===== src/logic/scc_pkg.sv =====
// Package: register map, field positions and carrier types of the serial control slice
package scc_pkg;
  localparam logic [11:0] SCC_OFF_CONTROL = 12'h000;
  localparam logic [11:0] SCC_OFF_MODE = 12'h004;
  localparam logic [11:0] SCC_OFF_STATUS = 12'h008;
  localparam logic [11:0] SCC_OFF_IRQ_STAT = 12'h00C;
  localparam logic [11:0] SCC_OFF_IRQ_MASK = 12'h010;
  localparam int SCC_ADDR_W = 12;
  localparam logic [7:0] SCC_CONTROL_RESET = 8'h00;
  localparam logic [7:0] SCC_MODE_RESET = 8'h00;
  localparam logic [3:0] SCC_IRQ_MASK_RESET = 4'h0;
  localparam int SCC_BIT_TIE = 7;
  localparam int SCC_BIT_RIE = 6;
  localparam int SCC_BIT_TXEN = 5;
  localparam int SCC_BIT_RXEN = 4;
  localparam int SCC_BIT_MPW = 3;
  localparam int SCC_BIT_TX_END_IRQ_EN = 2;
  localparam int SCC_MODE_BIT_SYNC = 7;
  localparam int SCC_MODE_BIT_MP = 2;
  localparam logic [1:0] SCC_CLK_INT = 2'b00;
  localparam logic [1:0] SCC_CLK_INT_OUT = 2'b01;
  localparam logic [1:0] SCC_CLK_EXT = 2'b10;
  localparam int SCC_EXT_OVERSAMPLE = 16;
  // Events of the interrupt status register
  localparam int SCC_EV_TXE = 0;
  localparam int SCC_EV_RXF = 1;
  localparam int SCC_EV_RXERR = 2;
  localparam int SCC_EV_TXEND = 3;
  typedef struct packed {
    logic tx_empty_irq_en;
    logic rx_irq_en;
    logic tx_enable;
    logic rx_enable;
    logic multiproc_wait_en;
    logic tx_end_irq_en;
    logic clk_select_hi;
    logic clk_select_lo;
  } scc_control_t;
  typedef struct packed {
    logic valid;
    logic mp_bit;
    logic framing_err;
    logic overrun_err;
  } scc_rx_char_t;
  typedef struct packed {
    logic use_internal;
    logic pin_out_bitclk;
    logic pin_out_xfer;
    logic pin_is_input;
  } scc_clk_route_t;
endpackage


===== src/logic/scc_clk_route.sv =====
// Clock source and serial clock pin direction decode
`timescale 1ns/1ns
`default_nettype none
module scc_clk_route
  import scc_pkg::*;
(
  input wire logic i_sync_mode,
  input wire logic [1:0] i_clk_sel,
  output scc_clk_route_t o_route
);
  wire logic async_mode;
  assign async_mode = !i_sync_mode;
  // Reserved codes fall to the internal source with the pin released
  assign o_route.use_internal = (i_clk_sel != SCC_CLK_EXT);
  assign o_route.pin_out_bitclk = async_mode && (i_clk_sel == SCC_CLK_INT_OUT);
  assign o_route.pin_out_xfer = i_sync_mode && (i_clk_sel == SCC_CLK_INT);
  assign o_route.pin_is_input = (i_clk_sel == SCC_CLK_EXT);
endmodule
`default_nettype wire


===== src/logic/scc_irq_gate.sv =====
// Sticky interrupt status with read clear and mask
`timescale 1ns/1ns
`default_nettype none
module scc_irq_gate
  import scc_pkg::*;
#(
  parameter int N = 4
) (
  input wire logic i_clk,
  input wire logic i_rst,
  input wire logic [N-1:0] i_event,
  input wire logic i_clear,
  input wire logic [N-1:0] i_mask,
  output logic [N-1:0] o_status,
  output logic o_irq
);
  logic [N-1:0] status_reg;
  logic irq_reg;
  wire logic [N-1:0] status_next;
  initial begin
    if (N < 1) $error("N must be positive");
  end
  // Set wins over the read clear so no event is lost
  assign status_next = (i_clear ? '0 : status_reg) | i_event;
  always_ff @(posedge i_clk or posedge i_rst) begin
    if (i_rst) begin
      status_reg <= '0;
      irq_reg <= 1'b0;
    end else begin
      status_reg <= status_next;
      irq_reg <= |(status_next & i_mask);
    end
  end
  assign o_status = status_reg;
  assign o_irq = irq_reg;
endmodule
`default_nettype wire


===== src/logic/scc_top.sv =====
// Serial control register slice: enables, interrupt gating, multiprocessor wait, clock select
`timescale 1ns/1ns
`default_nettype none
// Function
// - Bit 7 gates transmit-empty request
// - Bit 6 gates receive-full and error requests
// - Bit 5 enables transmitter
// - Bit 4 enables receiver
// - Wait bit only in async multiprocessor mode
// - Waiting: drop characters with mp bit 0
// - Mp bit 1 clears wait, resumes
// - Bit 2 gates transmit-end request
// - Async 00: internal clock, pin idle
// - Async 01: internal, bit clock out
// - Async external: pin gives 16x clock
// - Sync 00: internal, pin drives clock
// - Sync external: pin is clock input
// - Mode bit picks async or sync
// - Transmitter off holds empty, end set
// - Receiver off keeps stored mp bit
module scc_top
  import scc_pkg::*;
(
  input wire logic i_clk,
  input wire logic i_rst,
  input wire logic psel,
  input wire logic penable,
  input wire logic pwrite,
  input wire logic [SCC_ADDR_W-1:0] paddr,
  input wire logic [31:0] pwdata,
  output logic [31:0] prdata,
  output logic pready,
  output logic pslverr,
  input wire scc_rx_char_t i_rx_char,
  input wire logic i_tx_load,
  input wire logic i_tx_last_bit,
  input wire logic i_tdr_write,
  input wire logic i_baud_tick,
  input wire logic i_serial_clock_pin_in,
  output logic o_serial_clock_pin_out,
  output logic o_serial_clock_pin_oe_n,
  output logic o_tx_enable,
  output logic o_rx_enable,
  output logic o_engine_clk_ext,
  output logic o_tx_empty_flag,
  output logic o_tx_end_flag,
  output logic o_rx_full_flag,
  output logic o_framing_err_flag,
  output logic o_overrun_err_flag,
  output logic o_rx_multiproc_bit,
  output logic o_tx_empty_irq,
  output logic o_rx_full_irq,
  output logic o_rx_error_irq,
  output logic o_tx_end_irq,
  output logic o_irq
);
  scc_control_t ctrl_reg, ctrl_next;
  logic [7:0] mode_reg;
  logic [3:0] mask_reg;
  logic txe_reg, tx_end_flag_reg, rx_full_flag_reg, fer_reg, oer_reg, rx_multiproc_bit_reg;
  logic pin_out_reg, pin_oe_n_reg, ext_reg;
  logic txi_reg, rxi_reg, eri_reg, tei_reg;
  logic [31:0] prdata_reg;
  logic pslverr_reg;
  logic pready_reg;
  scc_clk_route_t route;
  logic [3:0] irq_status;
  wire logic wr_acc, rd_acc, sel_ctrl, sel_mode, sel_stat, sel_istat, sel_imask, mapped;
  wire logic sync_mode, mp_mode, wait_active, rx_take, rx_accept, rx_drop;
  wire logic [3:0] events;
  wire logic [31:0] rd_mux;

  // One wait state keeps pready and prdata registered: read data and the read clear are
  // taken at the first access edge, a write lands at the edge where pready is high
  assign wr_acc = psel && penable && pwrite && pready_reg;
  assign rd_acc = psel && penable && !pwrite && !pready_reg;
  assign sel_ctrl = (paddr == SCC_OFF_CONTROL);
  assign sel_mode = (paddr == SCC_OFF_MODE);
  assign sel_stat = (paddr == SCC_OFF_STATUS);
  assign sel_istat = (paddr == SCC_OFF_IRQ_STAT);
  assign sel_imask = (paddr == SCC_OFF_IRQ_MASK);
  assign mapped = sel_ctrl | sel_mode | sel_stat | sel_istat | sel_imask;

  assign sync_mode = mode_reg[SCC_MODE_BIT_SYNC];
  assign mp_mode = mode_reg[SCC_MODE_BIT_MP];
  assign wait_active = ctrl_reg.multiproc_wait_en && mp_mode && !sync_mode;
  assign rx_take = i_rx_char.valid && ctrl_reg.rx_enable;
  assign rx_drop = rx_take && wait_active && !i_rx_char.mp_bit;
  assign rx_accept = rx_take && !rx_drop;

  // Wait bit self-clears on an address character; hardware clear beats a software write
  always_comb begin
    ctrl_next = ctrl_reg;
    if (wr_acc && sel_ctrl) begin
      ctrl_next = scc_control_t'(pwdata[7:0]);
    end
    if (rx_take && wait_active && i_rx_char.mp_bit) begin
      ctrl_next.multiproc_wait_en = 1'b0;
    end
  end

  assign rd_mux = sel_ctrl ? {24'h00_0000, ctrl_reg} :
                  sel_mode ? {24'h00_0000, mode_reg} :
                  sel_stat ? {24'h00_0000, txe_reg, rx_full_flag_reg, oer_reg, fer_reg, 1'b0,
                              tx_end_flag_reg, rx_multiproc_bit_reg, 1'b0} :
                  sel_istat ? {28'h000_0000, irq_status} :
                  sel_imask ? {28'h000_0000, mask_reg} : 32'h0000_0000;

  always_ff @(posedge i_clk or posedge i_rst) begin
    if (i_rst) begin
      ctrl_reg <= SCC_CONTROL_RESET;
      mode_reg <= SCC_MODE_RESET;
      mask_reg <= SCC_IRQ_MASK_RESET;
      prdata_reg <= 32'h0000_0000;
      pslverr_reg <= 1'b0;
      pready_reg <= 1'b0;
    end else begin
      ctrl_reg <= ctrl_next;
      if (wr_acc && sel_mode) mode_reg <= pwdata[7:0];
      if (wr_acc && sel_imask) mask_reg <= pwdata[3:0];
      prdata_reg <= rd_acc ? rd_mux : 32'h0000_0000;
      // Unmapped addresses read zero and ignore writes; no error is signalled
      pslverr_reg <= 1'b0;
      pready_reg <= psel && penable && !pready_reg;
    end
  end

  // Transmit flags: held set while the transmitter is off
  always_ff @(posedge i_clk or posedge i_rst) begin
    if (i_rst) begin
      txe_reg <= 1'b1;
      tx_end_flag_reg <= 1'b1;
    end else if (!ctrl_reg.tx_enable) begin
      txe_reg <= 1'b1;
      tx_end_flag_reg <= 1'b1;
    end else begin
      txe_reg <= i_tx_load | (txe_reg & !i_tdr_write);
      tx_end_flag_reg <= (i_tx_last_bit & txe_reg) | (tx_end_flag_reg & !i_tdr_write);
    end
  end

  // Receive flags: set only for accepted characters, cleared only by reset; the mp bit is loaded for every enabled character
  always_ff @(posedge i_clk or posedge i_rst) begin
    if (i_rst) begin
      rx_full_flag_reg <= 1'b0;
      fer_reg <= 1'b0;
      oer_reg <= 1'b0;
      rx_multiproc_bit_reg <= 1'b0;
    end else begin
      if (rx_accept) rx_full_flag_reg <= 1'b1;
      if (rx_accept && i_rx_char.framing_err) fer_reg <= 1'b1;
      if (rx_accept && i_rx_char.overrun_err) oer_reg <= 1'b1;
      if (rx_take) rx_multiproc_bit_reg <= i_rx_char.mp_bit;
    end
  end

  scc_clk_route u_route (
    .i_sync_mode(sync_mode),
    .i_clk_sel({ctrl_reg.clk_select_hi, ctrl_reg.clk_select_lo}),
    .o_route(route)
  );

  // Pin drive; the baud tick stands in for the bit clock at this slice's boundary
  always_ff @(posedge i_clk or posedge i_rst) begin
    if (i_rst) begin
      pin_out_reg <= 1'b0;
      pin_oe_n_reg <= 1'b1;
      ext_reg <= 1'b0;
    end else begin
      pin_out_reg <= (route.pin_out_bitclk | route.pin_out_xfer) ? i_baud_tick : 1'b0;
      pin_oe_n_reg <= !(route.pin_out_bitclk | route.pin_out_xfer);
      ext_reg <= route.pin_is_input;
    end
  end

  assign events[SCC_EV_TXE] = txe_reg & ctrl_reg.tx_empty_irq_en;
  assign events[SCC_EV_RXF] = rx_full_flag_reg & ctrl_reg.rx_irq_en;
  assign events[SCC_EV_RXERR] = (fer_reg | oer_reg) & ctrl_reg.rx_irq_en;
  assign events[SCC_EV_TXEND] = tx_end_flag_reg & ctrl_reg.tx_end_irq_en;

  always_ff @(posedge i_clk or posedge i_rst) begin
    if (i_rst) begin
      txi_reg <= 1'b0;
      rxi_reg <= 1'b0;
      eri_reg <= 1'b0;
      tei_reg <= 1'b0;
    end else begin
      txi_reg <= events[SCC_EV_TXE];
      rxi_reg <= events[SCC_EV_RXF];
      eri_reg <= events[SCC_EV_RXERR];
      tei_reg <= events[SCC_EV_TXEND];
    end
  end

  scc_irq_gate #(.N(4)) u_irq (
    .i_clk(i_clk),
    .i_rst(i_rst),
    .i_event(events),
    .i_clear(rd_acc && sel_istat),
    .i_mask(mask_reg),
    .o_status(irq_status),
    .o_irq(o_irq)
  );

  assign prdata = prdata_reg;
  assign pready = pready_reg;
  assign pslverr = pslverr_reg;
  assign o_serial_clock_pin_out = pin_out_reg;
  assign o_serial_clock_pin_oe_n = pin_oe_n_reg;
  assign o_tx_enable = ctrl_reg.tx_enable;
  assign o_rx_enable = ctrl_reg.rx_enable;
  assign o_engine_clk_ext = ext_reg;
  assign o_tx_empty_flag = txe_reg;
  assign o_tx_end_flag = tx_end_flag_reg;
  assign o_rx_full_flag = rx_full_flag_reg;
  assign o_framing_err_flag = fer_reg;
  assign o_overrun_err_flag = oer_reg;
  assign o_rx_multiproc_bit = rx_multiproc_bit_reg;
  assign o_tx_empty_irq = txi_reg;
  assign o_rx_full_irq = rxi_reg;
  assign o_rx_error_irq = eri_reg;
  assign o_tx_end_irq = tei_reg;

  a_txi_gate: assert property (@(posedge i_clk) disable iff (i_rst)
    o_tx_empty_irq |-> $past(ctrl_reg.tx_empty_irq_en)) else $error("tx empty irq ungated");
  a_rxi_gate: assert property (@(posedge i_clk) disable iff (i_rst)
    (o_rx_full_irq || o_rx_error_irq) |-> $past(ctrl_reg.rx_irq_en))
    else $error("rx irq ungated");
  a_tei_gate: assert property (@(posedge i_clk) disable iff (i_rst)
    o_tx_end_irq |-> $past(ctrl_reg.tx_end_irq_en)) else $error("tx end irq ungated");
  a_tx_off_flags: assert property (@(posedge i_clk) disable iff (i_rst)
    !ctrl_reg.tx_enable |=> (o_tx_empty_flag && o_tx_end_flag)) else $error("tx flags not held");
  a_mp_drop: assert property (@(posedge i_clk) disable iff (i_rst)
    (rx_drop && !rx_full_flag_reg) |=> !o_rx_full_flag) else $error("dropped char set flag");
  a_mp_resume: assert property (@(posedge i_clk) disable iff (i_rst)
    (rx_take && wait_active && i_rx_char.mp_bit) |=> (!ctrl_reg.multiproc_wait_en && o_rx_full_flag))
    else $error("wait not cleared");
  a_rx_multiproc_bit_hold: assert property (@(posedge i_clk) disable iff (i_rst)
    !ctrl_reg.rx_enable |=> $stable(o_rx_multiproc_bit)) else $error("mp bit changed");
  a_sync_pin_out: assert property (@(posedge i_clk) disable iff (i_rst)
    (sync_mode && {ctrl_reg.clk_select_hi, ctrl_reg.clk_select_lo} == SCC_CLK_INT)
    |=> !o_serial_clock_pin_oe_n) else $error("sync pin not driven");
  a_ext_pin_in: assert property (@(posedge i_clk) disable iff (i_rst)
    ({ctrl_reg.clk_select_hi, ctrl_reg.clk_select_lo} == SCC_CLK_EXT)
    |=> (o_serial_clock_pin_oe_n && o_engine_clk_ext)) else $error("ext pin driven");
endmodule
`default_nettype wire


===== config.mk =====
export PLATFORM = sky130hd
export DESIGN_NAME = scc_top
export DESIGN_NICKNAME = d
export VERILOG_FILES = /design/src/logic/scc_pkg.sv /design/src/logic/scc_clk_route.sv /design/src/logic/scc_irq_gate.sv /design/src/logic/scc_top.sv
export SDC_FILE = /design/constraint.sdc
export NUM_CORES = 1
export LEC_CHECK = 0
export ABC_CLOCK_PERIOD_IN_PS = 3400
export BUFFER_PORTS_ARGS = -buffer_cell sky130_fd_sc_hd__clkbuf_2
export CAP_MARGIN = 5
export CORE_UTILIZATION = 50
export DETAILED_ROUTE_END_ITERATION = 12
export PLACE_DENSITY = 0.95
export SLEW_MARGIN = 5
export SYNTH_ARGS = -nofsm -noshare
export SYNTH_HDL_FRONTEND = slang
export SYNTH_SLANG_ARGS = --single-unit

===== constraint.sdc =====
create_clock -name i_clk -period 3.4 [get_ports i_clk]
set_input_delay 0.51 -clock i_clk [delete_from_list [all_inputs] [get_ports i_clk]]
set_output_delay 0.51 -clock i_clk [all_outputs]
set_load 0.01 [all_outputs]

### Word-level counts from Yosys, hierarchy flattened

Index checks and enable logic that the tools add are counted.

| word-level totals | value |
|---|---|
| bits in registers | 47 |
| bits in latches | 0 |
| memory bits (writable) | 0 |
| bits in read-only memories | 0 |
| word-level logic and storage cells | 90 |
| memories | 0 |

| operators by class | value |
|---|---|
| add/subtract/negate cells | 0 |
| $mul | 0 |
| divide/modulo/power cells | 0 |
| $lt $le $gt $ge | 0 |
| equal/unequal tests | 6 |
| shift operators | 0 |
| muxes and demuxes | 12 |
| bitwise gates (word level) | 13 |
| reductions and logical operators | 32 |

Operators by type and width:

| cell | number |
|---|---|
| $mux 8 | 4 |
| $eq 12x4->1 const B | 2 |
| $logic_and 1x1->1 | 21 |
| $mux 4 | 4 |
| $eq 12x3->1 const B | 1 |
| $eq 12x5->1 const B | 1 |
| $logic_not 12->1 | 1 |
| $and 1x1->1 | 7 |
| $logic_not 1->1 | 7 |
| $and 4x4->4 | 1 |
| $mux 1 | 4 |
| $or 1x1->1 | 4 |
| $or 4x4->4 | 1 |
| $reduce_or 4->1 | 1 |
| $eq 2x1->1 const B | 1 |
| $eq 2x2->1 const B | 1 |
| $logic_not 2->1 | 1 |
| $reduce_bool 2->1 | 1 |

### Depth between registers and ports, before layout

Gate-level depths: netlist of the first run.

| logic depth | value |
|---|---|
| depth after elaboration | 8 |
| depth in mapped cells | 5 |

### Hierarchy

Synthesis of the first run repeated with hierarchy kept, for this count alone.

| unflattened totals | value |
|---|---|
| cell total of the unflattened synthesis | 200 |
| area, all modules | 2258.4 um^2 |

By module, submodules not included:

| module | times used | cells an instance | area an instance (um^2) |
|---|---|---|---|
| scc_top | 1 | 177 | 2020.7 |
| scc_irq_gate | 1 | 19 | 205.2 |
| scc_clk_route | 1 | 4 | 32.5 |

### Worst setup path before layout of the first run

Ideal clock, no wire load.

| timing path | value |
|---|---|
| path kind | in2reg |
| start | input port paddr[9] |
| end | register mode_reg[0] |
| data arrival time | 1724 ps |
| data required time | 3275 ps |
| path slack | 1551 ps |
| stages on the path | 5 |
| path through | nor4_4 -> and2_4 -> and4_4 -> buf_12 -> mux2_4 |

| between the ends | value |
|---|---|
| longest elaborated chain between the ends | 2 |

RTL lines:

| what | RTL line | RTL |
|---|---|---|
| start: declaration | scc_top.sv:29 | `input wire logic [SCC_ADDR_W-1:0] paddr,` |
| $eq 12x3->1 | scc_top.sv:78 | `assign sel_mode = (paddr == SCC_OFF_MODE);` |
| $logic_and 1x1->1 | scc_top.sv:119 | `if (wr_acc && sel_mode) mode_reg <= pwdata[7:0];` |
| end signal: assignment | scc_top.sv:119 |  |
| end: declaration | scc_top.sv:58 | `logic [7:0] mode_reg;` |

No other way between the ends.
A chain may end at the register's enable or synchronous reset.

### Final worst setup path of the first run

| timing path | value |
|---|---|
| start | input port paddr[2] |
| end | register ctrl_reg[6] in the netlist's numbering |

| between the ends | value |
|---|---|
| longest elaborated chain between the ends | 2 |

RTL lines:

| what | RTL line | RTL |
|---|---|---|
| $logic_not 12->1 | scc_top.sv:77 | `assign sel_ctrl = (paddr == SCC_OFF_CONTROL);` |
| $logic_and 1x1->1 | scc_top.sv:94 | `if (wr_acc && sel_ctrl) begin` |
| end signal: assignment | scc_top.sv:118 | `ctrl_reg <= ctrl_next;` |
| end: declaration | scc_top.sv:57 | `scc_control_t ctrl_reg, ctrl_next;` |

No other way between the ends.

==> report_table.html, run 1 <==
<table>
<tr><th>Metric</th><th>Value</th></tr>
<tr><th colspan="2">Clocking</th></tr>
<tr><td>Cells resized by post-CTS repair</td><td>0</td></tr>
<tr><td>Root Buffer Master</td><td>clkbuf_8</td></tr>
<tr><td>TritonCTS clock tree</td><td>yes</td></tr>
<tr><td>Register clock-pin slew on the reported worst setup and hold paths</td><td>approximately 0.08 ns</td></tr>
<tr><td>Number of levels in the clock H-tree</td><td>2</td></tr>
<tr><td>Skew-Pair Late Insertion Delay</td><td>0.30 ns</td></tr>
<tr><td>Hold buffer count at cts</td><td>0</td></tr>
<tr><td>Setup fix buffers added after clock tree synthesis</td><td>0</td></tr>
<tr><td>Maximum clock insertion buffer count</td><td>2</td></tr>
<tr><td>Sinks on Clock Net</td><td>47</td></tr>
<tr><td>CTS Buf Count</td><td>5</td></tr>
<tr><th colspan="2">STA</th></tr>
<tr><td>Final setup slack of the worst path</td><td>1.51 ns</td></tr>
<tr><td>Slew at the pin closest to its max-slew limit</td><td>between 0.9 and 1 ns</td></tr>
<tr><td>Hold Fails Final Rpt</td><td>0</td></tr>
<tr><td>Max Clock Skew</td><td>0.00694 ns</td></tr>
<tr><td>Final setup violation count</td><td>0</td></tr>
<tr><td>Slew Limit Headroom</td><td>35.6%</td></tr>
<tr><td>Final slew viol count</td><td>0</td></tr>
<tr><td>Time the final worst path needs with I/O delays and setup</td><td>1.89 ns</td></tr>
<tr><td>Highest achievable clock rate</td><td>528 MHz</td></tr>
<tr><td>RSZ-0062 raised after global routing</td><td>no</td></tr>
<tr><td>Setup TNS</td><td>0 ns</td></tr>
<tr><td>Period utilisation layout</td><td>55.7%</td></tr>
<tr><th colspan="2">GRT</th></tr>
<tr><td>Global route total overflow</td><td>0</td></tr>
<tr><td>Initial antenna violation count</td><td>0</td></tr>
<tr><td>Largest net degree at the start of global routing</td><td>48</td></tr>
<tr><td>Busiest grt layer</td><td>met2</td></tr>
<tr><td>GRT Util Overall</td><td>20.5%</td></tr>
<tr><td>Met1 global-route usage</td><td>26.4%</td></tr>
<tr><td>Global routing usage on met3</td><td>under 10%</td></tr>
<tr><td>Global-route wire length before repair</td><td>between 7 and 8 mm</td></tr>
<tr><td>Vias in the first global route</td><td>1633</td></tr>
<tr><td>Met2 track demand over resource in global routing</td><td>30.9%</td></tr>
<tr><th colspan="2">Yosys</th></tr>
<tr><td>Number of synthesized flops with an enable pin</td><td>0</td></tr>
<tr><td>Register bit total from synthesis</td><td>47</td></tr>
<tr><td>Library cell with the highest instance count after synthesis</td><td>dfrtp_1</td></tr>
<tr><td>Synth Flop Type</td><td>dfrtp_1</td></tr>
<tr><td>Ys async rst share</td><td>100%</td></tr>
<tr><td>Commonest cells post-synth</td><td>dfrtp_1 (44), buf_4 (25), nor2_1 (17), mux2_1 (11), nand2_1 (11)</td></tr>
<tr><td>Sequential area share after synthesis</td><td>50.4%</td></tr>
<tr><td>Netlist cell types</td><td>51</td></tr>
<tr><td>Number of instances in the synthesized netlist</td><td>199</td></tr>
<tr><td>Post-synthesis instance area</td><td>roughly 0.0023 mm²</td></tr>
<tr><td>Top cell type by total area after synthesis</td><td>dfrtp_1</td></tr>
<tr><td>Yosys warning total</td><td>0</td></tr>
<tr><td>Mean cell area of the mapped netlist</td><td>~12 µm²</td></tr>
<tr><td>Post-synth top area share</td><td>a little under half</td></tr>
<tr><td>Leading post-synthesis cells by cell area</td><td>dfrtp_1 (47%), buf_4 (8.0%), mux2_1 (5.3%)</td></tr>
<tr><th colspan="2">Critical path</th></tr>
<tr><td>Maximum net fanout on the critical path</td><td>13</td></tr>
<tr><td>Worst r2r path cells</td><td>4</td></tr>
<tr><td>Critical setup path kind</td><td>in -&gt; reg</td></tr>
<tr><td>Cell type of the slowest stage on the worst timing path</td><td>nor2_1</td></tr>
<tr><td>Source of the critical timing path</td><td>paddr[2]</td></tr>
<tr><td>Crit. End Element</td><td>flip-flop</td></tr>
<tr><td>Startpoint types</td><td>primary input</td></tr>
<tr><td>Longest individual stage delay on the worst path</td><td>0.39 ns</td></tr>
<tr><td>R2R Setup Slk</td><td>1.66 ns</td></tr>
<tr><td>Critical R2R Capture</td><td>mode_reg[7]$_DFFE_PP0P_</td></tr>
<tr><td>Cell family with most CP delay</td><td>simple AND/OR/NAND/NOR gates</td></tr>
<tr><td>Required time of the critical path</td><td>3.58 ns</td></tr>
<tr><td>Data arrival time of the critical path</td><td>2.07 ns</td></tr>
<tr><td>Worst setup path endpoint</td><td>ctrl_reg[6]$_DFFE_PP0P_</td></tr>
<tr><td>Count of buffer and inverter cells on the critical path</td><td>1</td></tr>
<tr><td>Worst-path cell chain</td><td>clkbuf_2, nor2_1, nand4_4, nor2_4, mux2_1</td></tr>
<tr><td>Startpoint of the lowest-slack register-to-register path</td><td>pready$_DFF_PP0_</td></tr>
<tr><td>Total number of cells along the worst setup path</td><td>5</td></tr>
<tr><th colspan="2">Final layout</th></tr>
<tr><td>Area Overhead vs Synth</td><td>13.3%</td></tr>
<tr><td>Number of cells in the finished layout apart from fillers</td><td>~310</td></tr>
<tr><td>Share of cells above drive strength 1</td><td>a little over a third</td></tr>
<tr><td>Ant diodes</td><td>0</td></tr>
<tr><td>NumNets Final</td><td>about 320</td></tr>
<tr><td>Total of fill cells in the finished design</td><td>357</td></tr>
<tr><td>Final standard cell utilization of the core</td><td>60.1%</td></tr>
<tr><th colspan="2">Floorplan</th></tr>
<tr><td>Initial standard-cell utilization of the core</td><td>53.0%</td></tr>
<tr><td>Die height</td><td>70.4 µm</td></tr>
<tr><td>Core Region</td><td>0.00441 mm²</td></tr>
<tr><td>Number of rows created at floorplan</td><td>24</td></tr>
<tr><td>IO Count</td><td>between 100 and 150</td></tr>
<tr><td>Area of the die</td><td>0.00496 mm²</td></tr>
<tr><td>Width of the die</td><td>a little over 70 µm</td></tr>
<tr><th colspan="2">Drt</th></tr>
<tr><td>Remaining antenna violation count after routing</td><td>0</td></tr>
<tr><td>Post-route DRC</td><td>0</td></tr>
<tr><td>Vias per std cell</td><td>5.49</td></tr>
<tr><td>Routed WL per cell</td><td>around 15 µm</td></tr>
<tr><td>Detailed-route wire length</td><td>4.82 mm</td></tr>
<tr><td>Total number of vias</td><td>about 1700</td></tr>
<tr><td>Number of iterations in the first detailed-routing pass</td><td>4</td></tr>
<tr><td>DRT iter0 DRCs</td><td>91</td></tr>
<tr><th colspan="2">Place</th></tr>
<tr><td>Post-detail-place hpwl</td><td>3.58 mm</td></tr>
<tr><td>Worst-case setup slack after placement</td><td>between 1 and 1.5 ns</td></tr>
<tr><td>Placed cell count</td><td>approximately 300</td></tr>
<tr><td>Last weighted congestion value of the routability-driven placer</td><td>0.869</td></tr>
<tr><td>I/O Buffers</td><td>57</td></tr>
<tr><th colspan="2">Run</th></tr>
<tr><td>Max-cap viol count</td><td>0</td></tr>
<tr><th colspan="2">Power and ir drop</th></tr>
<tr><td>Areal power density over the cells</td><td>roughly 370 mW/mm²</td></tr>
<tr><td>Reported leakage power</td><td>1.45 nW</td></tr>
<tr><td>Max VDD drop</td><td>0.197 mV</td></tr>
<tr><td>Overall power of the completed layout</td><td>0.000978 W</td></tr>
<tr><th colspan="2">Worst hold path</th></tr>
<tr><td>Worst hold path class</td><td>in -&gt; reg</td></tr>
<tr><th colspan="2">Status</th></tr>
<tr><td>Result of the run</td><td>completed</td></tr>
</table>
layer usage:
metal	up-vias	routed length, µm	part of all wire (%)
met5	-	0	0
met2	91	2410	50
li1	766	-	-
met1	829	1880	39
met4	0	162	3.4
met3	20	368	7.6
power by group:
group	total, W	leakage [nW]	switching, W	internal, W
clock network	0.000344	0.0482	0.000180	0.000164
registers	0.000561	0.646	0.000000901	0.000560
logic	0.0000731	0.758	0.0000512	0.0000219
area by class of cell:
| type | instances | area (µm²) | area share, % |
|---|---|---|---|
| Inverter | 5 | 18.8 | 0.708 |
| Tap cell | 52 | 65.1 | 2.45 |
| Clock buffer | 7 | 86.3 | 3.25 |
| Multi-Input combinational cell | 142 | 1010 | 38.2 |
| Timing Repair Buffer | 57 | 285 | 10.8 |
| Clock inverter | 1 | 5.00 | 0.189 |
| Sequential cell | 47 | 1180 | 44.5 |
placed cells by master, fill, tap and decap left out, drive strengths merged, types with 2 or more instances in the layout:
| master | instances |
|---|---|
| nand4 | 6 |
| a22oi | 3 |
| conb | 25 |
| nor3 | 6 |
| clkbuf | 64 |
| dfrtp | 44 |
| o22ai | 2 |
| inv | 4 |
| a21o | 7 |
| nand2b | 4 |
| o21ai | 3 |
| nor4 | 3 |
| nand2 | 11 |
| dfstp | 3 |
| nand3b | 2 |
| nor2 | 19 |
| mux2 | 21 |
| a2111oi | 5 |
| and2 | 4 |
| nor2b | 4 |
| clkinv | 2 |
how the worst min path moves through the flow:
stage | startpoint | to | slack [ns] | cells past startpoint
final | i_baud_tick | o_serial_clock_pin_out$_DFF_PP0_ | 0.39 | 3
after global routing | i_tx_load | o_tx_empty_flag$_DFF_PP1_ | 0.40 | 2
after CTS | i_baud_tick | o_serial_clock_pin_out$_DFF_PP0_ | 0.39 | 3
after detailed placement | pready$_DFF_PP0_ | pready$_DFF_PP0_ | 0.47 | 1
after global placement | pready$_DFF_PP0_ | pready$_DFF_PP0_ | 0.45 | 1
after floorplan | ctrl_reg[0]$_DFFE_PP0P_ | o_engine_clk_ext$_DFF_PP0_ | 0.46 | 1
per-stage QoR:
stage	hold slack (ns)	cell area (µm²)
floorplan	0.456	2430
global placement	0.450	2560
detailed placement	0.466	2560
CTS	0.388	2650
global route	0.405	2650
finish	0.393	2650
cell families (layout without fill, tap and decap cells):
| logic type | count (synthesis) | in the layout | share of synthesized area [%] |
|---|---|---|---|
| buffers and inverters | 34 | 70 | 10.2 |
| DFF | 47 | 47 | 50.4 |
| and+or+nand+nor | 67 | 67 | 18.0 |
| other | 1 | 25 | 0.160 |
| muxes | 22 | 22 | 11.8 |
| AOI/OAI and AO/OA | 27 | 27 | 9.03 |
| xor gates and xnor gates | 1 | 1 | 0.374 |
worst register-to-register path: cells and delay by family (launching register included):
family           cells  cell delay [ns]
DFF                  1             0.38
muxes                1             0.32
and+or+nand+nor      3             0.91
(Power assumes the default switching activity.)
==> inputs of run 2 (changes only) <==
Settings changed: ABC_CLOCK_PERIOD_IN_PS 3400 to 1910, CORE_UTILIZATION 50 to 47, PLACE_DENSITY 0.95 to 0.92.
Clock period 3.4 ns to 1.91 ns, I/O delays scaled along.
==> run 2 against run 1 <==
  * First-iteration DRC count is 12% higher
  * Worst setup slack worse by 1.3 ns
  * Sequential power is 78% higher
  * Utilization down 2.6 points
  * Cell count up 7.7%
  * Via count up 0.88%
  * Clock power increased by 64%
  * Critical endpoint is now prdata[7]$_DFF_PP0_
==> report_table.html, run 2 (synthesis gave the netlist of run 1 again) <==
<table>
<tr><th>Metric</th><th>Value</th></tr>
<tr><th colspan="2">STA</th></tr>
<tr><td>Highest achievable clock rate</td><td>587 MHz</td></tr>
<tr><td>Max Clock Skew</td><td>0.00675 ns (-0.000191 ns)</td></tr>
<tr><td>RSZ-0062 raised after global routing</td><td>no</td></tr>
<tr><td>Hold Fails Final Rpt</td><td>0 (unchanged)</td></tr>
<tr><td>Time the final worst path needs with I/O delays and setup</td><td>about 1.7 ns</td></tr>
<tr><td>Final setup violation count</td><td>0 (unchanged)</td></tr>
<tr><td>Setup TNS</td><td>0 ns (unchanged)</td></tr>
<tr><td>Final slew viol count</td><td>0 (unchanged)</td></tr>
<tr><td>Period utilisation layout</td><td>89.2%</td></tr>
<tr><th colspan="2">Floorplan</th></tr>
<tr><td>Die height</td><td>72.6 µm (+3.1%)</td></tr>
<tr><td>Width of the die</td><td>72.6 µm (+3.1%)</td></tr>
<tr><td>Area of the die</td><td>0.00527 mm² (+6.2%)</td></tr>
<tr><td>Number of rows created at floorplan</td><td>25 (+4.2%)</td></tr>
<tr><td>IO Count</td><td>108 (unchanged)</td></tr>
<tr><td>Initial standard-cell utilization of the core</td><td>49.2% (-3.8 points)</td></tr>
<tr><td>Core Region</td><td>0.00475 mm² (+7.7%)</td></tr>
<tr><th colspan="2">Clocking</th></tr>
<tr><td>Maximum clock insertion buffer count</td><td>2 (unchanged)</td></tr>
<tr><td>Hold buffer count at cts</td><td>1 (+1)</td></tr>
<tr><td>Register clock-pin slew on the reported worst setup and hold paths</td><td>0.08 ns (about the same)</td></tr>
<tr><td>Cells resized by post-CTS repair</td><td>0 (unchanged)</td></tr>
<tr><td>Skew-Pair Late Insertion Delay</td><td>0.30 ns (about the same)</td></tr>
<tr><td>Root Buffer Master</td><td>clkbuf_8</td></tr>
<tr><td>Setup fix buffers added after clock tree synthesis</td><td>0 (unchanged)</td></tr>
<tr><td>Number of levels in the clock H-tree</td><td>2 (unchanged)</td></tr>
<tr><td>Sinks on Clock Net</td><td>47 (unchanged)</td></tr>
<tr><td>CTS Buf Count</td><td>5 (unchanged)</td></tr>
<tr><td>TritonCTS clock tree</td><td>yes</td></tr>
<tr><th colspan="2">Critical path</th></tr>
<tr><td>Data arrival time of the critical path</td><td>1.85 ns (-0.22 ns)</td></tr>
<tr><td>Maximum net fanout on the critical path</td><td>5 (-8)</td></tr>
<tr><td>Crit. End Element</td><td>flip-flop</td></tr>
<tr><td>Startpoint types</td><td>flip-flop</td></tr>
<tr><td>Critical setup path kind</td><td>reg -&gt; reg</td></tr>
<tr><td>Worst r2r path cells</td><td>3 (-1)</td></tr>
<tr><td>Required time of the critical path</td><td>2.05 ns (-1.53 ns)</td></tr>
<tr><th colspan="2">GRT</th></tr>
<tr><td>GRT Util Overall</td><td>19.4% (-1.2 points)</td></tr>
<tr><td>Global-route wire length before repair</td><td>7.51 mm (-2.0%)</td></tr>
<tr><td>Largest net degree at the start of global routing</td><td>25 (-48%)</td></tr>
<tr><td>Initial antenna violation count</td><td>0 (unchanged)</td></tr>
<tr><td>Vias in the first global route</td><td>1547 (-5.3%)</td></tr>
<tr><td>Global route total overflow</td><td>0 (unchanged)</td></tr>
<tr><th colspan="2">Power and ir drop</th></tr>
<tr><td>Areal power density over the cells</td><td>623 mW/mm² (+69%)</td></tr>
<tr><td>Max VDD drop</td><td>0.293 mV (+49%)</td></tr>
<tr><td>Reported leakage power</td><td>1.49 nW (+2.4%)</td></tr>
<tr><td>Overall power of the completed layout</td><td>0.00170 W (+74%)</td></tr>
<tr><th colspan="2">Worst hold path</th></tr>
<tr><td>Hold path cells</td><td>2 (-1)</td></tr>
<tr><td>Worst hold path class</td><td>in -&gt; reg</td></tr>
<tr><th colspan="2">Drt</th></tr>
<tr><td>Total number of vias</td><td>1721 (+0.88%)</td></tr>
<tr><td>Post-route DRC</td><td>0 (unchanged)</td></tr>
<tr><td>DRT iter0 DRCs</td><td>102 (+12%)</td></tr>
<tr><td>Remaining antenna violation count after routing</td><td>0 (unchanged)</td></tr>
<tr><td>Routed WL per cell</td><td>14.4 µm (-7.0%)</td></tr>
<tr><td>Vias per std cell</td><td>5.14 (-6.3%)</td></tr>
<tr><td>Detailed-route wire length</td><td>4.83 mm (+0.17%)</td></tr>
<tr><td>Number of iterations in the first detailed-routing pass</td><td>4 (unchanged)</td></tr>
<tr><th colspan="2">Final layout</th></tr>
<tr><td>Ant diodes</td><td>0 (unchanged)</td></tr>
<tr><td>NumNets Final</td><td>325 (+2.8%)</td></tr>
<tr><td>Share of cells above drive strength 1</td><td>36.2% (+1.4 points)</td></tr>
<tr><td>Most common cell after layout, fill and taps aside</td><td>clkbuf_2</td></tr>
<tr><td>Area Overhead vs Synth</td><td>16.7%</td></tr>
<tr><td>Non-Filler Cell Area, Final</td><td>0.00273 mm² (+3.0%)</td></tr>
<tr><td>Leading cell types in the layout, fill and taps excluded</td><td>clkbuf_2 (57), dfrtp_1 (44), conb_1 (25), nor2_1 (17)</td></tr>
<tr><th colspan="2">Status</th></tr>
<tr><td>Result of the run</td><td>completed</td></tr>
<tr><th colspan="2">Place</th></tr>
<tr><td>Last weighted congestion value of the routability-driven placer</td><td>0.895 (+2.9%)</td></tr>
<tr><td>Post-detail-place hpwl</td><td>3.66 mm (+2.2%)</td></tr>
<tr><td>I/O Buffers</td><td>57 (unchanged)</td></tr>
<tr><td>Post-placement cell area</td><td>0.00264 mm² (+3.1%)</td></tr>
<tr><th colspan="2">Run</th></tr>
<tr><td>Max-cap viol count</td><td>0 (unchanged)</td></tr>
</table>
==> run 2: cell types whose count changed in the layout (fill, tap and decap cells not counted), sizes merged <==
cell	delta
dlygate4sd3	+1
buf	+8
==> run 2: final timing paths <==
check / end / from / slack (ns)
hold / removal: o_tx_empty_flag$_DFF_PP1_ / i_tx_load / 0.17
min in group asynchronous: o_framing_err_flag$_DFFE_PP0P_ / i_rst / 0.54
max in group asynchronous: o_serial_clock_pin_oe_n$_DFF_PP1_ / i_rst / 0.73
setup reg to reg: prdata[7]$_DFF_PP0_ / pready$_DFF_PP0_ / 0.21
hold reg to reg: pready$_DFF_PP0_ / pready$_DFF_PP0_ / 0.47
setup / recovery: prdata[7]$_DFF_PP0_ / pready$_DFF_PP0_ / 0.21
==> run 2: area by class of cell <==
cell class                 count  area, µm²
fill                         395       2020
sequential                    47       1180
multi-input combinational    142       1010
timing repair buffer          66        355
tap                           67       83.8
clock buffer                   7       76.3
inverter                       5       18.8
clock inverter                 1       5.00
==> run 2: per-stage QoR <==
| stage | cells | utilization, % | worst slack, ns | hold WS (ns) |
|---|---|---|---|---|
| finish | 335 | 57.4 | 0.206 | 0.172 |
| global route | 335 | 57.4 | 0.139 | 0.167 |
| CTS | 335 | 57.4 | 0.212 | 0.173 |
| detailed placement | 326 | 55.5 | 0.0520 | 0.315 |
| global placement | 326 | 55.5 | 0.113 | 0.312 |
| floorplan | 223 | - | 0.257 | 0.393 |
==> run 2: worst max-delay path, cell delays in order (launching register included) <==
cell	delay [ns]
dfrtp_1	0.41
and4bb_1	0.34
nand4_1	0.26
a2111oi_1	0.53
==> run 2: power breakdown <==
group / leakage, nW / internal, W / switching, W / total (W)
clock: 0.0422 / 0.000257 / 0.000307 / 0.000564
combinational: 0.799 / 0.0000474 / 0.0000925 / 0.000140
sequential: 0.646 / 0.000996 / 0.00000162 / 0.000998
==> run 2: per-layer routing <==
metal	part of all wire, %	vias to the layer above	track usage [%]
li1	-	793	-
met1	41	817	25.2
met2	48	94	29.8
met3	8.4	17	5.94
met4	3.4	0	8.93
met5	0	-	0
==> inputs of run 3 (changes only) <==
Settings changed: CTS_BUF_LIST from default to sky130_fd_sc_hd__clkbuf_16.
==> run 3 against run 2 <==
  * Sequential share of layout area down 0.72 points
  * Clock skew decreased by 0.0010 ns
  * Via count shrank 2.0%
  * Hold slack worse by 0.17 ns
  * Clock power grew 43%
  * Non-clock buffer count down 1
  * Global-route usage up 0.30 points
  * Utilization is 0.97 points higher
  * Sequential power about the same
  * Critical path depth unchanged
  * Fmax rose by 0.65%
==> report_table.html, run 3 (synthesis gave the netlist of run 1 again) <==
<table>
<tr><th>Metric</th><th>Value</th></tr>
<tr><th colspan="2">Status</th></tr>
<tr><td>Result of the run</td><td>completed</td></tr>
<tr><th colspan="2">GRT</th></tr>
<tr><td>Global route total overflow</td><td>0 (unchanged)</td></tr>
<tr><td>Initial antenna violation count</td><td>0 (unchanged)</td></tr>
<tr><td>Global-route wire length before repair</td><td>7.64 mm (+1.7%)</td></tr>
<tr><td>Largest net degree at the start of global routing</td><td>25 (unchanged)</td></tr>
<tr><td>GRT Util Overall</td><td>19.7% (+0.30 points)</td></tr>
<tr><td>Vias in the first global route</td><td>1568 (+1.4%)</td></tr>
<tr><th colspan="2">Drt</th></tr>
<tr><td>Number of iterations in the first detailed-routing pass</td><td>4 (unchanged)</td></tr>
<tr><td>Vias per std cell</td><td>5.05 (-1.7%)</td></tr>
<tr><td>Post-route DRC</td><td>0 (unchanged)</td></tr>
<tr><td>Detailed-route wire length</td><td>4.92 mm (+1.9%)</td></tr>
<tr><td>DRT iter0 DRCs</td><td>113 (+11%)</td></tr>
<tr><td>Routed WL per cell</td><td>14.7 µm (+2.3%)</td></tr>
<tr><td>Remaining antenna violation count after routing</td><td>0 (unchanged)</td></tr>
<tr><td>Total number of vias</td><td>1686 (-2.0%)</td></tr>
<tr><th colspan="2">Critical path</th></tr>
<tr><td>Crit. End Element</td><td>flip-flop</td></tr>
<tr><td>Critical setup path kind</td><td>reg -&gt; reg</td></tr>
<tr><td>Data arrival time of the critical path</td><td>1.82 ns (-0.03 ns)</td></tr>
<tr><td>Maximum net fanout on the critical path</td><td>5 (unchanged)</td></tr>
<tr><td>Required time of the critical path</td><td>2.04 ns (about the same)</td></tr>
<tr><td>Startpoint types</td><td>flip-flop</td></tr>
<tr><th colspan="2">Final layout</th></tr>
<tr><td>Total of fill cells in the finished design</td><td>386 (-2.3%)</td></tr>
<tr><td>Area Overhead vs Synth</td><td>18.7%</td></tr>
<tr><td>FF+latch area</td><td>0.00118 mm² (unchanged)</td></tr>
<tr><td>Share of cells above drive strength 1</td><td>36.3% (+0.14 points)</td></tr>
<tr><td>Total area of multi-input combinational cells</td><td>0.00101 mm² (unchanged)</td></tr>
<tr><td>Leading cell types in the layout, fill and taps excluded</td><td>clkbuf_2 (57), dfrtp_1 (44), conb_1 (25), nor2_1 (17)</td></tr>
<tr><td>Most common cell after layout, fill and taps aside</td><td>clkbuf_2</td></tr>
<tr><td>NumNets Final</td><td>324 (-0.31%)</td></tr>
<tr><td>Non-Filler Cell Area, Final</td><td>0.00278 mm² (+1.7%)</td></tr>
<tr><td>Ant diodes</td><td>0 (unchanged)</td></tr>
<tr><th colspan="2">Place</th></tr>
<tr><td>I/O Buffers</td><td>57 (unchanged)</td></tr>
<tr><td>Last weighted congestion value of the routability-driven placer</td><td>0.895 (unchanged)</td></tr>
<tr><td>Post-placement cell area</td><td>0.00264 mm² (unchanged)</td></tr>
<tr><td>Post-detail-place hpwl</td><td>3.66 mm (unchanged)</td></tr>
<tr><th colspan="2">Power and ir drop</th></tr>
<tr><td>Reported leakage power</td><td>1.52 nW (+2.0%)</td></tr>
<tr><td>Areal power density over the cells</td><td>699 mW/mm² (+12%)</td></tr>
<tr><td>Max VDD drop</td><td>0.337 mV (+15%)</td></tr>
<tr><th colspan="2">Floorplan</th></tr>
<tr><td>IO Count</td><td>108 (unchanged)</td></tr>
<tr><td>Core Region</td><td>0.00475 mm² (unchanged)</td></tr>
<tr><td>Area of the die</td><td>0.00527 mm² (unchanged)</td></tr>
<tr><td>Initial standard-cell utilization of the core</td><td>49.2% (unchanged)</td></tr>
<tr><td>Die height</td><td>72.6 µm (unchanged)</td></tr>
<tr><td>Number of rows created at floorplan</td><td>25 (unchanged)</td></tr>
<tr><td>Width of the die</td><td>72.6 µm (unchanged)</td></tr>
<tr><th colspan="2">Clocking</th></tr>
<tr><td>CTS Buf Count</td><td>5 (unchanged)</td></tr>
<tr><td>Cells resized by post-CTS repair</td><td>0 (unchanged)</td></tr>
<tr><td>Skew-Pair Late Insertion Delay</td><td>0.28 ns (-0.02 ns)</td></tr>
<tr><td>Sinks on Clock Net</td><td>47 (unchanged)</td></tr>
<tr><td>TritonCTS clock tree</td><td>yes</td></tr>
<tr><td>Maximum clock insertion buffer count</td><td>2 (unchanged)</td></tr>
<tr><td>Setup fix buffers added after clock tree synthesis</td><td>0 (unchanged)</td></tr>
<tr><td>Number of levels in the clock H-tree</td><td>2 (unchanged)</td></tr>
<tr><td>Register clock-pin slew on the reported worst setup and hold paths</td><td>0.06 ns (-0.02 ns)</td></tr>
<tr><td>Hold buffer count at cts</td><td>0 (-1)</td></tr>
<tr><td>Root Buffer Master</td><td>clkbuf_16</td></tr>
<tr><th colspan="2">STA</th></tr>
<tr><td>RSZ-0062 raised after global routing</td><td>no</td></tr>
<tr><td>Setup TNS</td><td>0 ns (unchanged)</td></tr>
<tr><td>Highest achievable clock rate</td><td>591 MHz (+0.65%)</td></tr>
<tr><td>Max Clock Skew</td><td>0.00574 ns (-0.00102 ns)</td></tr>
<tr><td>Period utilisation layout</td><td>88.6% (-0.58 points)</td></tr>
<tr><td>Final slew viol count</td><td>0 (unchanged)</td></tr>
<tr><td>Time the final worst path needs with I/O delays and setup</td><td>1.69 ns (-0.0111 ns)</td></tr>
<tr><td>Final setup violation count</td><td>0 (unchanged)</td></tr>
<tr><td>Hold Fails Final Rpt</td><td>0 (unchanged)</td></tr>
<tr><th colspan="2">Run</th></tr>
<tr><td>Max-cap viol count</td><td>0 (unchanged)</td></tr>
<tr><th colspan="2">Worst hold path</th></tr>
<tr><td>Worst hold path class</td><td>in -&gt; async</td></tr>
</table>
## run 3: worst paths after layout
kind	depth (start not counted)	from	slack [ns]	to
setup / recovery	3	pready$_DFF_PP0_	0.22	prdata[7]$_DFF_PP0_
hold / removal	2	i_rst	0.007	o_rx_full_irq$_DFF_PP0_
setup reg to reg	3	pready$_DFF_PP0_	0.22	prdata[7]$_DFF_PP0_
hold reg to reg	1	pready$_DFF_PP0_	0.47	pready$_DFF_PP0_
max in group asynchronous	3	i_rst	1.27	o_serial_clock_pin_oe_n$_DFF_PP1_
min in group i_clk	2	i_tx_load	0.19	o_tx_empty_flag$_DFF_PP1_
## run 3: layout make-up
cell class / count / share of cell area, %
tap: 67 / 3.02
inverter: 5 / 0.676
multi-input combinational: 142 / 36.4
clock buffer: 5 / 4.50
clock inverter: 3 / 0.450
sequential: 47 / 42.5
timing repair buffer: 65 / 12.4
## run 3: critical path: stages, from the launching register on
cell,delay [ns]
dfrtp_1,0.40
and4bb_1,0.34
nand4_1,0.28
a2111oi_1,0.52
## run 3: routing by layer
metal / vias up / GRT usage [%] / wire length (µm)
li1: 794 / - / -
met1: 809 / 24.8 / 2070
met2: 72 / 32.2 / 2470
met3: 11 / 5.11 / 270
met4: 0 / 8.28 / 109
met5: - / 0 / 0
## run 3: through the flow
stage,hold WS (ns),total power [W],worst slack [ns],std cells,utilization (%)
2_1_floorplan,0.393,0.00113,0.257,223,-
3_3_place_gp,0.312,0.00115,0.113,326,55.5
3_5_place_dp,0.315,0.00115,0.0520,326,55.5
4_1_cts,0.0185,0.00194,0.206,334,58.4
5_1_grt,0.0460,0.00202,0.145,334,58.4
6_report,0.00688,0.00194,0.217,334,58.4
## run 3: power breakdown
part	internal [W]	switching, W
clock network	0.000472	0.000332
logic	0.0000461	0.0000923
registers	0.000998	0.00000165
total	0.00152	0.000426
